==> src/inc/rcf_params.svh <==
// constants of the reset cause flag bank: register indices, bit positions, reset values
// assumes AHB-Lite word addressing: byte address is four times the register index
`ifndef RCF_PARAMS_SVH
`define RCF_PARAMS_SVH

// register indices (byte address = index * 4)
`define RCF_IDX_BROWNOUT_CONTROL 12'h0811
`define RCF_IDX_CAUSE_MAIN       12'h0813
`define RCF_IDX_CAUSE_EXTRA      12'h0814
`define RCF_IDX_IRQ_STATUS       12'h0815
`define RCF_IDX_IRQ_MASK         12'h0816

// brownout_control fields
`define RCF_BIT_SW_BROWNOUT_ENABLE 7
`define RCF_BIT_BROWNOUT_READY     0

// reset_cause_main fields; the irq status and mask share this layout plus mem_violation_cause_n in bit 5
`define RCF_BIT_STACK_OVERFLOW   7
`define RCF_BIT_STACK_UNDERFLOW  6
`define RCF_BIT_MEM_VIOLATION    5
`define RCF_BIT_WATCHDOG_N       4
`define RCF_BIT_PIN_N            3
`define RCF_BIT_INSTR_N          2
`define RCF_BIT_POWERON_N        1
`define RCF_BIT_BROWNOUT_N       0

// reset_cause_extra fields
`define RCF_BIT_MEM_VIOLATION_CAUSE_N_N 1

// brownout mode configuration codes
`define RCF_BOMODE_OFF      2'h0
`define RCF_BOMODE_SOFTWARE 2'h1

// values after power-on of the block
`define RCF_RST_SW_BROWNOUT 1'h1
`define RCF_RST_STACK_FLAG  1'h0
`define RCF_RST_CAUSE_N     1'h1
`define RCF_RST_POWERON_N   1'h0
`define RCF_RST_IRQ_MASK    8'h00

`endif

==> src/inc/rcf_pkg.sv <==
// types of the reset cause flag bank
// assumes rcf_params.svh carries the numeric constants
package rcf_pkg;

  // bus data phase state, gray along idle -> write and idle -> read
  typedef enum logic [1:0] {
    PH_IDLE  = 2'b00,
    PH_WRITE = 2'b01,
    PH_READ  = 2'b10
  } rcf_phase_t;

  typedef logic [11:0] rcf_index_t;

endpackage

==> src/verilog/rcf_reset_cause_flags.sv <==
// reset cause flag bank: records why the device restarted, AHB-Lite register slave
// assumes cause pulses arrive from the reset generator, synchronous to core_clk,
// while the system reset is still asserted; resetn is the block's power-on reset
//
// How it works
// - watchdog, pin, instruction and violation pulses update only their own flag; power-on and brownout also reload other flags.
// - software may write flags inactive; hardware makes them inactive only on power-on or brownout.
// - software may write flags active; only storage changes, no reset requested.
// - sw brownout enable drives the detector only in mode 01; else inert.
// - sw brownout enable loads 1 on power-on or brownout, kept otherwise.
// - bit 0 brownout ready reads 1 only when detector enabled and armed.
// - stack overflow flag set by hardware, cleared on power-on or brownout.
// - stack underflow flag set by hardware, cleared on power-on or brownout.
// - watchdog flag driven 0 on watchdog reset, 1 on power-on or brownout.
// - pin flag driven 0 on external pin reset, 1 on power-on or brownout.
// - instruction flag driven 0 on reset instruction, 1 on power-on or brownout.
// - power-on flag driven 0 on power-on, kept across other resets.
// - brownout flag driven 0 on brownout reset, kept across other resets.
// - memory violation flag driven 0 on violation, 1 on power-on or brownout.
// - stack events request a reset only while stack reset enable is set.
// - mode 00 keeps the brownout detector off whatever the enable bit says.
//
// The implementer's own choice: the AHB-Lite slave port.
`timescale 1ns/10ps
`include "rcf_params.svh"

module rcf_reset_cause_flags #(
  parameter int HADDR_W = 32
) (
  input  wire logic               core_clk,               // system clock, 125 MHz
  input  wire logic               resetn,                 // async power-on reset, low
  input  wire logic               hsel,                   // slave select
  input  wire logic [HADDR_W-1:0] haddr,                  // byte address
  input  wire logic [1:0]         htrans,                 // transfer type
  input  wire logic               hwrite,                 // write when high
  input  wire logic [2:0]         hsize,                  // transfer size, word only
  input  wire logic               hready,                 // bus ready
  input  wire logic [31:0]        hwdata,                 // write data
  output logic      [31:0]        hrdata,                 // read data
  output logic                    hreadyout,              // slave ready
  output logic                    hresp,                  // always OKAY
  input  wire logic               causePowerOn,           // power-on reset pulse
  input  wire logic               causeBrownout,          // brownout reset pulse
  input  wire logic               causeWatchdog,          // watchdog time-out reset pulse
  input  wire logic               causePin,               // external reset pin pulse
  input  wire logic               causeInstr,             // reset instruction pulse
  input  wire logic               causeMemViolation,      // memory violation reset pulse
  input  wire logic               stackOverflowEvent,     // more calls than stack depth
  input  wire logic               stackUnderflowEvent,    // more returns than calls
  input  wire logic               stackResetEnable,       // configuration enable
  input  wire logic [1:0]         brownoutModeConfig,     // brownout mode configuration
  input  wire logic               brownoutArmed,          // detector warmed up
  output logic                    brownoutDetectorEnable, // enable to the detector
  output logic                    stackResetRequest,      // reset request to generator
  output logic                    irq                     // level interrupt, high
);

  // the register index is cut from haddr bits 13:2
  if (HADDR_W < 14) begin : g_haddr_check
    $error("rcf_reset_cause_flags: HADDR_W must be at least 14");
  end

  // register file
  logic       swBrownoutEnable_reg;
  logic       stackOverflowFlag_reg;
  logic       stackUnderflowFlag_reg;
  logic       watchdogCauseN_reg;
  logic       pinCauseN_reg;
  logic       instrCauseN_reg;
  logic       powerOnCauseN_reg;
  logic       brownoutCauseN_reg;
  logic       memViolationCauseN_reg;
  logic [7:0] irqStatus_reg;
  logic [7:0] irqMask_reg;

  // bus phase
  rcf_pkg::rcf_phase_t phase_reg;
  rcf_pkg::rcf_phase_t phase_next;
  rcf_pkg::rcf_index_t wrIndex_reg;
  logic [31:0]         rdata_next;
  logic [7:0]          irqEvents;
  logic                addrValid;
  logic                rdTake;
  logic                powerReset;
  logic                wrControl;
  logic                wrMain;
  logic                wrExtra;
  logic                wrMask;
  logic                readStatus;

  function automatic rcf_pkg::rcf_index_t indexOf(input logic [HADDR_W-1:0] a);
    indexOf = a[13:2];
  endfunction

  function automatic logic [7:0] mainValue(
    input logic ovf,
    input logic unf,
    input logic wdtN,
    input logic pinN,
    input logic insN,
    input logic porN,
    input logic borN
  );
    mainValue = {ovf, unf, 1'b0, wdtN, pinN, insN, porN, borN};
  endfunction

  // a write lands at the edge that ends its data phase
  function automatic logic writeHit(
    input rcf_pkg::rcf_phase_t ph,
    input rcf_pkg::rcf_index_t at,
    input rcf_pkg::rcf_index_t idx
  );
    writeHit = (ph == rcf_pkg::PH_WRITE) && (at == idx);
  endfunction

  assign hreadyout  = 1'b1;
  assign hresp      = 1'b0;
  assign addrValid  = hsel && hready && htrans[1];
  assign rdTake     = addrValid && !hwrite;
  assign powerReset = causePowerOn || causeBrownout;

  assign wrControl = writeHit(phase_reg, wrIndex_reg, `RCF_IDX_BROWNOUT_CONTROL);
  assign wrMain    = writeHit(phase_reg, wrIndex_reg, `RCF_IDX_CAUSE_MAIN);
  assign wrExtra   = writeHit(phase_reg, wrIndex_reg, `RCF_IDX_CAUSE_EXTRA);
  assign wrMask    = writeHit(phase_reg, wrIndex_reg, `RCF_IDX_IRQ_MASK);
  assign readStatus = rdTake && (indexOf(haddr) == `RCF_IDX_IRQ_STATUS);

  // data phase sequencing
  always_comb begin
    phase_next = rcf_pkg::PH_IDLE;
    if (addrValid) begin
      phase_next = hwrite ? rcf_pkg::PH_WRITE : rcf_pkg::PH_READ;
    end
  end

  // hwdata follows its address by one cycle, so the index waits here
  always_ff @(posedge core_clk or negedge resetn) begin
    if (!resetn) begin
      phase_reg   <= rcf_pkg::PH_IDLE;
      wrIndex_reg <= 12'h000;
    end else begin
      phase_reg <= phase_next;
      if (addrValid) begin
        wrIndex_reg <= indexOf(haddr);
      end
    end
  end

  // read mux, registered at the address phase so hrdata stands in the data phase
  always_comb begin
    rdata_next = 32'h0000_0000;
    unique case (indexOf(haddr))
      `RCF_IDX_BROWNOUT_CONTROL: begin
        rdata_next[`RCF_BIT_SW_BROWNOUT_ENABLE] = swBrownoutEnable_reg;
        rdata_next[`RCF_BIT_BROWNOUT_READY] = brownoutDetectorEnable && brownoutArmed;
      end
      `RCF_IDX_CAUSE_MAIN: begin
        rdata_next[7:0] = mainValue(stackOverflowFlag_reg, stackUnderflowFlag_reg,
                                    watchdogCauseN_reg, pinCauseN_reg, instrCauseN_reg,
                                    powerOnCauseN_reg, brownoutCauseN_reg);
      end
      `RCF_IDX_CAUSE_EXTRA: begin
        rdata_next[`RCF_BIT_MEM_VIOLATION_CAUSE_N_N] = memViolationCauseN_reg;
      end
      `RCF_IDX_IRQ_STATUS: begin
        rdata_next[7:0] = irqStatus_reg;
      end
      `RCF_IDX_IRQ_MASK: begin
        rdata_next[7:0] = irqMask_reg;
      end
      default: begin
        rdata_next = 32'h0000_0000;
      end
    endcase
  end

  always_ff @(posedge core_clk or negedge resetn) begin
    if (!resetn) begin
      hrdata <= 32'h0000_0000;
    end else if (rdTake) begin
      hrdata <= rdata_next;
    end
  end

  // brownout enable and detector control
  always_ff @(posedge core_clk or negedge resetn) begin
    if (!resetn) begin
      swBrownoutEnable_reg <= `RCF_RST_SW_BROWNOUT;
    end else if (powerReset) begin
      swBrownoutEnable_reg <= 1'b1;
    end else if (wrControl) begin
      swBrownoutEnable_reg <= hwdata[`RCF_BIT_SW_BROWNOUT_ENABLE];
    end
  end

  always_comb begin
    if (brownoutModeConfig == `RCF_BOMODE_SOFTWARE) begin
      brownoutDetectorEnable = swBrownoutEnable_reg;
    end else if (brownoutModeConfig == `RCF_BOMODE_OFF) begin
      brownoutDetectorEnable = 1'b0;
    // modes 10 and 11 keep the detector on
    end else begin
      brownoutDetectorEnable = 1'b1;
    end
  end

  assign stackResetRequest = stackResetEnable && (stackOverflowEvent || stackUnderflowEvent);

  // stack flags: hardware sets win over a software clear in the same cycle
  always_ff @(posedge core_clk or negedge resetn) begin
    if (!resetn) begin
      stackOverflowFlag_reg <= `RCF_RST_STACK_FLAG;
    end else if (powerReset) begin
      stackOverflowFlag_reg <= 1'b0;
    end else if (stackOverflowEvent) begin
      stackOverflowFlag_reg <= 1'b1;
    end else if (wrMain) begin
      stackOverflowFlag_reg <= hwdata[`RCF_BIT_STACK_OVERFLOW];
    end
  end

  always_ff @(posedge core_clk or negedge resetn) begin
    if (!resetn) begin
      stackUnderflowFlag_reg <= `RCF_RST_STACK_FLAG;
    end else if (powerReset) begin
      stackUnderflowFlag_reg <= 1'b0;
    end else if (stackUnderflowEvent) begin
      stackUnderflowFlag_reg <= 1'b1;
    end else if (wrMain) begin
      stackUnderflowFlag_reg <= hwdata[`RCF_BIT_STACK_UNDERFLOW];
    end
  end

  // own cause, set inactive again by power-on or brownout
  // active-low cause flags: the recorded cause wins over a software write
  always_ff @(posedge core_clk or negedge resetn) begin
    if (!resetn) begin
      watchdogCauseN_reg <= `RCF_RST_CAUSE_N;
    end else if (causeWatchdog) begin
      watchdogCauseN_reg <= 1'b0;
    end else if (powerReset) begin
      watchdogCauseN_reg <= 1'b1;
    end else if (wrMain) begin
      watchdogCauseN_reg <= hwdata[`RCF_BIT_WATCHDOG_N];
    end
  end

  always_ff @(posedge core_clk or negedge resetn) begin
    if (!resetn) begin
      pinCauseN_reg <= `RCF_RST_CAUSE_N;
    end else if (causePin) begin
      pinCauseN_reg <= 1'b0;
    end else if (powerReset) begin
      pinCauseN_reg <= 1'b1;
    end else if (wrMain) begin
      pinCauseN_reg <= hwdata[`RCF_BIT_PIN_N];
    end
  end

  always_ff @(posedge core_clk or negedge resetn) begin
    if (!resetn) begin
      instrCauseN_reg <= `RCF_RST_CAUSE_N;
    end else if (causeInstr) begin
      instrCauseN_reg <= 1'b0;
    end else if (powerReset) begin
      instrCauseN_reg <= 1'b1;
    end else if (wrMain) begin
      instrCauseN_reg <= hwdata[`RCF_BIT_INSTR_N];
    end
  end

  // only a power-on clears it; a brownout leaves it as it was
  always_ff @(posedge core_clk or negedge resetn) begin
    if (!resetn) begin
      powerOnCauseN_reg <= `RCF_RST_POWERON_N;
    end else if (causePowerOn) begin
      powerOnCauseN_reg <= 1'b0;
    end else if (wrMain) begin
      powerOnCauseN_reg <= hwdata[`RCF_BIT_POWERON_N];
    end
  end

  // the block reset stands for power-on, so this flag starts inactive
  always_ff @(posedge core_clk or negedge resetn) begin
    if (!resetn) begin
      brownoutCauseN_reg <= `RCF_RST_CAUSE_N;
    end else if (causeBrownout) begin
      brownoutCauseN_reg <= 1'b0;
    end else if (wrMain) begin
      brownoutCauseN_reg <= hwdata[`RCF_BIT_BROWNOUT_N];
    end
  end

  always_ff @(posedge core_clk or negedge resetn) begin
    if (!resetn) begin
      memViolationCauseN_reg <= `RCF_RST_CAUSE_N;
    end else if (causeMemViolation) begin
      memViolationCauseN_reg <= 1'b0;
    end else if (powerReset) begin
      memViolationCauseN_reg <= 1'b1;
    end else if (wrExtra) begin
      memViolationCauseN_reg <= hwdata[`RCF_BIT_MEM_VIOLATION_CAUSE_N_N];
    end
  end

  always_comb begin
    irqEvents                           = 8'h00;
    irqEvents[`RCF_BIT_STACK_OVERFLOW]  = stackOverflowEvent;
    irqEvents[`RCF_BIT_STACK_UNDERFLOW] = stackUnderflowEvent;
    irqEvents[`RCF_BIT_MEM_VIOLATION]   = causeMemViolation;
    irqEvents[`RCF_BIT_WATCHDOG_N]      = causeWatchdog;
    irqEvents[`RCF_BIT_PIN_N]           = causePin;
    irqEvents[`RCF_BIT_INSTR_N]         = causeInstr;
    irqEvents[`RCF_BIT_POWERON_N]       = causePowerOn;
    irqEvents[`RCF_BIT_BROWNOUT_N]      = causeBrownout;
  end

  // sticky status, cleared by a read, a new event in the same cycle survives
  // the clear is taken in the address phase, so the read returns what it clears
  always_ff @(posedge core_clk or negedge resetn) begin
    if (!resetn) begin
      irqStatus_reg <= 8'h00;
    end else if (readStatus) begin
      irqStatus_reg <= irqEvents;
    end else begin
      irqStatus_reg <= irqStatus_reg | irqEvents;
    end
  end

  // mask shares the status layout
  always_ff @(posedge core_clk or negedge resetn) begin
    if (!resetn) begin
      irqMask_reg <= `RCF_RST_IRQ_MASK;
    end else if (wrMask) begin
      irqMask_reg <= hwdata[7:0];
    end
  end

  // registered, so a clearing read cannot glitch the level
  always_ff @(posedge core_clk or negedge resetn) begin
    if (!resetn) begin
      irq <= 1'b0;
    end else begin
      irq <= |(irqStatus_reg & irqMask_reg);
    end
  end

endmodule

==> config.mk <==
export PLATFORM = sky130hd
export DESIGN_NAME = rcf_reset_cause_flags
export DESIGN_NICKNAME = d
export VERILOG_FILES = /design/src/inc/rcf_pkg.sv /design/src/verilog/rcf_reset_cause_flags.sv
export VERILOG_INCLUDE_DIRS = /design/src /design/src/inc
export SDC_FILE = /design/constraint.sdc
export NUM_CORES = 1
export LEC_CHECK = 0
export BUFFER_PORTS_ARGS = -buffer_cell sky130_fd_sc_hd__buf_2
export CORE_MARGIN = 2
export CORE_UTILIZATION = 35
export DETAILED_ROUTE_END_ITERATION = 12
export RECOVER_POWER = 50
export SLEW_MARGIN = 20
export SYNTH_ARGS = -nofsm -noshare
export SYNTH_HDL_FRONTEND = slang
export SYNTH_SLANG_ARGS = --single-unit
==> constraint.sdc <==
create_clock -name core_clk -period 4.2 [get_ports core_clk]
set_clock_uncertainty 0.05 [all_clocks]
set_input_delay 0.21 -clock core_clk [delete_from_list [all_inputs] [get_ports core_clk]]
set_output_delay 0.21 -clock core_clk [all_outputs]
set_load 0.02 [all_outputs]
==> reports/metrics.csv <==
stage,metric,value,unit
outcome,status,completed,
worst_setup_path,crit_slowest_cell,nor4_4,
worst_setup_path,startpoint,wrIndex_reg[5],
layout,final_common_cell,buf_2,
drt,drtIter0Drc,81,
timing,rsz0062_at_grt,no,
floorplanning,die-height,87.3,um
drt,firstDrtPassIters,4,
clock_tree,clockBufferDepth,2,
worst_setup_path,cp-endpoint,stackOverflowFlag_reg,
global_routing,overflow,0,
timing,holdWs,31.6,ps
layout,finish.utilization,41.4,%
global_routing,grt_max_degree,49,
synth,synth_top_cell_by_area,dfrtp_1,
clock_tree,cts.sinks,48,
timing,hold_viol,0,
synth,synth_flop_cell,dfrtp_1,
synth,ys_seq_area_share,49.7,%
drt,antenna_left,0,
drt,vias_per_cell,4.87,
synth,synthArstFlopShare,100,%
synth,synth_top_area_share,43.3,%
timing,min_period,2370,ps
synth,synth.area.top_cells,"dfrtp_1 43%, mux2_2 9.3%, buf_4 8.0%",
layout,num_antenna_cells,0,
timing,timing.fmax,423,MHz
global_routing,antenna_found_initial,0,
clock_tree,cts_tree,yes,
worst_setup_path,path_max_fanout,7,
worst_setup_path,cp_cell_sequence,or4b_4 > nor4_4 > mux2_4 > o21a_1,
timing,relSlewSlack,47.3,%
floorplanning,die_w,87.3,um
worst_setup_path,ff2ff_setup_slack,1830,ps
clock_tree,htree_levels,2,
clock_tree,clk_pin_slew,80,ps
floorplanning,num_rows,30,
clock_tree,ctsRootBufferMaster,clkbuf_8,
timing,finalSetupViolCount,0,
power,peakVddDrop,0.194,mV
hold_path,hold_path_class,primary input to flip-flop,
placement,place.gp.congestion,0.761,
global_routing,grt_usage,14.4,%
power,p_per_area,327,mW/mm^2
clock_tree,cts_buffers,5,
synth,syn_avg_cell_area,11.4,um^2
floorplanning,initial_core_util,36.0,%
worst_setup_path,start_kind,flip-flop,
power,finalPower,0.913,mW
timing,fin_crit_sh,56.3,%
placement,dpl.hpwl,3.72,mm
timing,tightest_slew,785,ps
synth,syn_area,0.00243,mm^2
worst_setup_path,slowest_delay,740,ps
power,leakagePower,1.26,nW
synth,syn-instance-count,214,
drt,wirelength,5.12,mm
worst_setup_path,ff2ff_path_depth,4,
drt,avgRoutedWirePerCell,14.8,um
worst_setup_path,worst_setup_path_end_kind,flip-flop,
layout,final_nets,352,
worst_setup_path,crit_type,flip-flop to flip-flop,
drt,drc,0,
synth,ys_ff_latch,48,
floorplanning,core-area,0.00676,mm^2
layout,syn2layout_area_growth,15.0,%
worst_setup_path,cp.required,4350,ps
layout,final_cell_mix,"44 x buf_2, 42 x dfrtp_1, 26 x conb_1",
timing,tns,0,ps
worst_setup_path,r2r_end,stackOverflowFlag_reg,
synth,netlist-cell-type-count,43,
layout,largest_reg_flops,12,
floorplanning,ioPinCount,123,
timing,slew_viol_final,0,
global_routing,grt_first_pass_wirelength,8.43,mm
worst_setup_path,r2r_start,wrIndex_reg[5],
floorplanning,dieArea,0.00762,mm^2
placement,port_buffers,48,
global_routing,grt_pass1_vias,1636,
drt,vias,1690,
flow_run,cap_violations,0,
synth,ys_warn_count,0,
layout,drive_gt1_share,33.0,%
synth,synth_edf_count,0,
clock_tree,clock_latency,300,ps
worst_setup_path,worstPathArrival,2510,ps
==> layout make-up <==
class | instances | area [um^2]
multi-input cells | 153 | 1080
fillers | 677 | 3960
clock buffers | 6 | 82.6
well taps | 80 | 100
flip-flops and latches | 48 | 1210
repair buffers | 54 | 299
clock inverters | 2 | 10.0
inverters | 4 | 15.0
==> how the worst min path moves through the flow <==
| stage | from | end | slack, ps | cells past startpoint |
|---|---|---|---|---|
| after floorplan | resetn | hrdata[0] | -140 | 0 |
| after global placement | causeInstr | instrCauseN_reg | 290 | 2 |
| after detailed placement | causeInstr | instrCauseN_reg | 290 | 2 |
| after CTS | causeBrownout | brownoutCauseN_reg | 1 | 2 |
| after global routing | causePowerOn | powerOnCauseN_reg | 40 | 2 |
| final | causePowerOn | powerOnCauseN_reg | 30 | 2 |
==> worst max-delay path, delay by kind of cell (launching register included) <==
family,cells,cell delay [ps]
flops,1,380
mux,1,350
compound gates,1,160
simple gates,2,1320
==> repair_timing <==
action / in CTS / in global routing
gates resized for setup: 0 / 0
hold buffers: 3 / 3
setup endpoints to repair: 0 / 0
buffers inserted: 0 / 0
endpoints found under the hold margin: 3 / 44
==> power by group <==
part	internal [mW]	leakage [nW]	total (mW)	switching, mW
combinational	0.0549	0.630	0.129	0.0744
sequential	0.490	0.581	0.504	0.0141
clock	0.131	0.0510	0.279	0.148
==> Yosys cell counts, types with 2 or more instances <==
cell / instances
dfrtp_1: 42
buf_4: 26
mux2_2: 20
nand2_1: 15
a22oi_1: 11
a21o_1: 9
o21ai_0: 9
mux2i_1: 8
dfstp_2: 6
clkbuf_1: 5
nand3b_1: 5
nor2_1: 5
a22o_1: 4
inv_1: 4
nand3_1: 4
nor2b_1: 4
a21oi_1: 3
o21a_1: 3
a31oi_1: 2
conb_1: 2
mux2_4: 2
nand4_1: 2
nor3_1: 2
or3b_2: 2
==> per-layer routing <==
layer	track usage, %	wire, um
met1	19.4	2360
met5	0	0
met3	3.13	242
met2	23.3	2450
met4	4.20	68
==> cell families (layout without fill, tap and decap cells) <==
| kind of cell | count (synthesis) | after routing | share of synthesized area, % |
|---|---|---|---|
| simple gates | 49 | 49 | 12.3 |
| flops | 48 | 48 | 49.7 |
| compound gates | 46 | 46 | 13.3 |
| buf+inv | 37 | 66 | 9.78 |
| mux | 30 | 30 | 13.8 |
| other cells | 2 | 26 | 0.309 |
| xor+xnor | 2 | 2 | 0.721 |
==> per-stage QoR <==
stage	cell area [um^2]	setup slack, ps	std cells
2_1_floorplan	2520	2080	238
3_3_place_gp	2640	1810	333
3_5_place_dp	2640	1810	333
4_1_cts	2760	1800	344
5_1_grt	2800	1760	347
6_report	2800	1830	347
(Power assumes the default switching activity.)
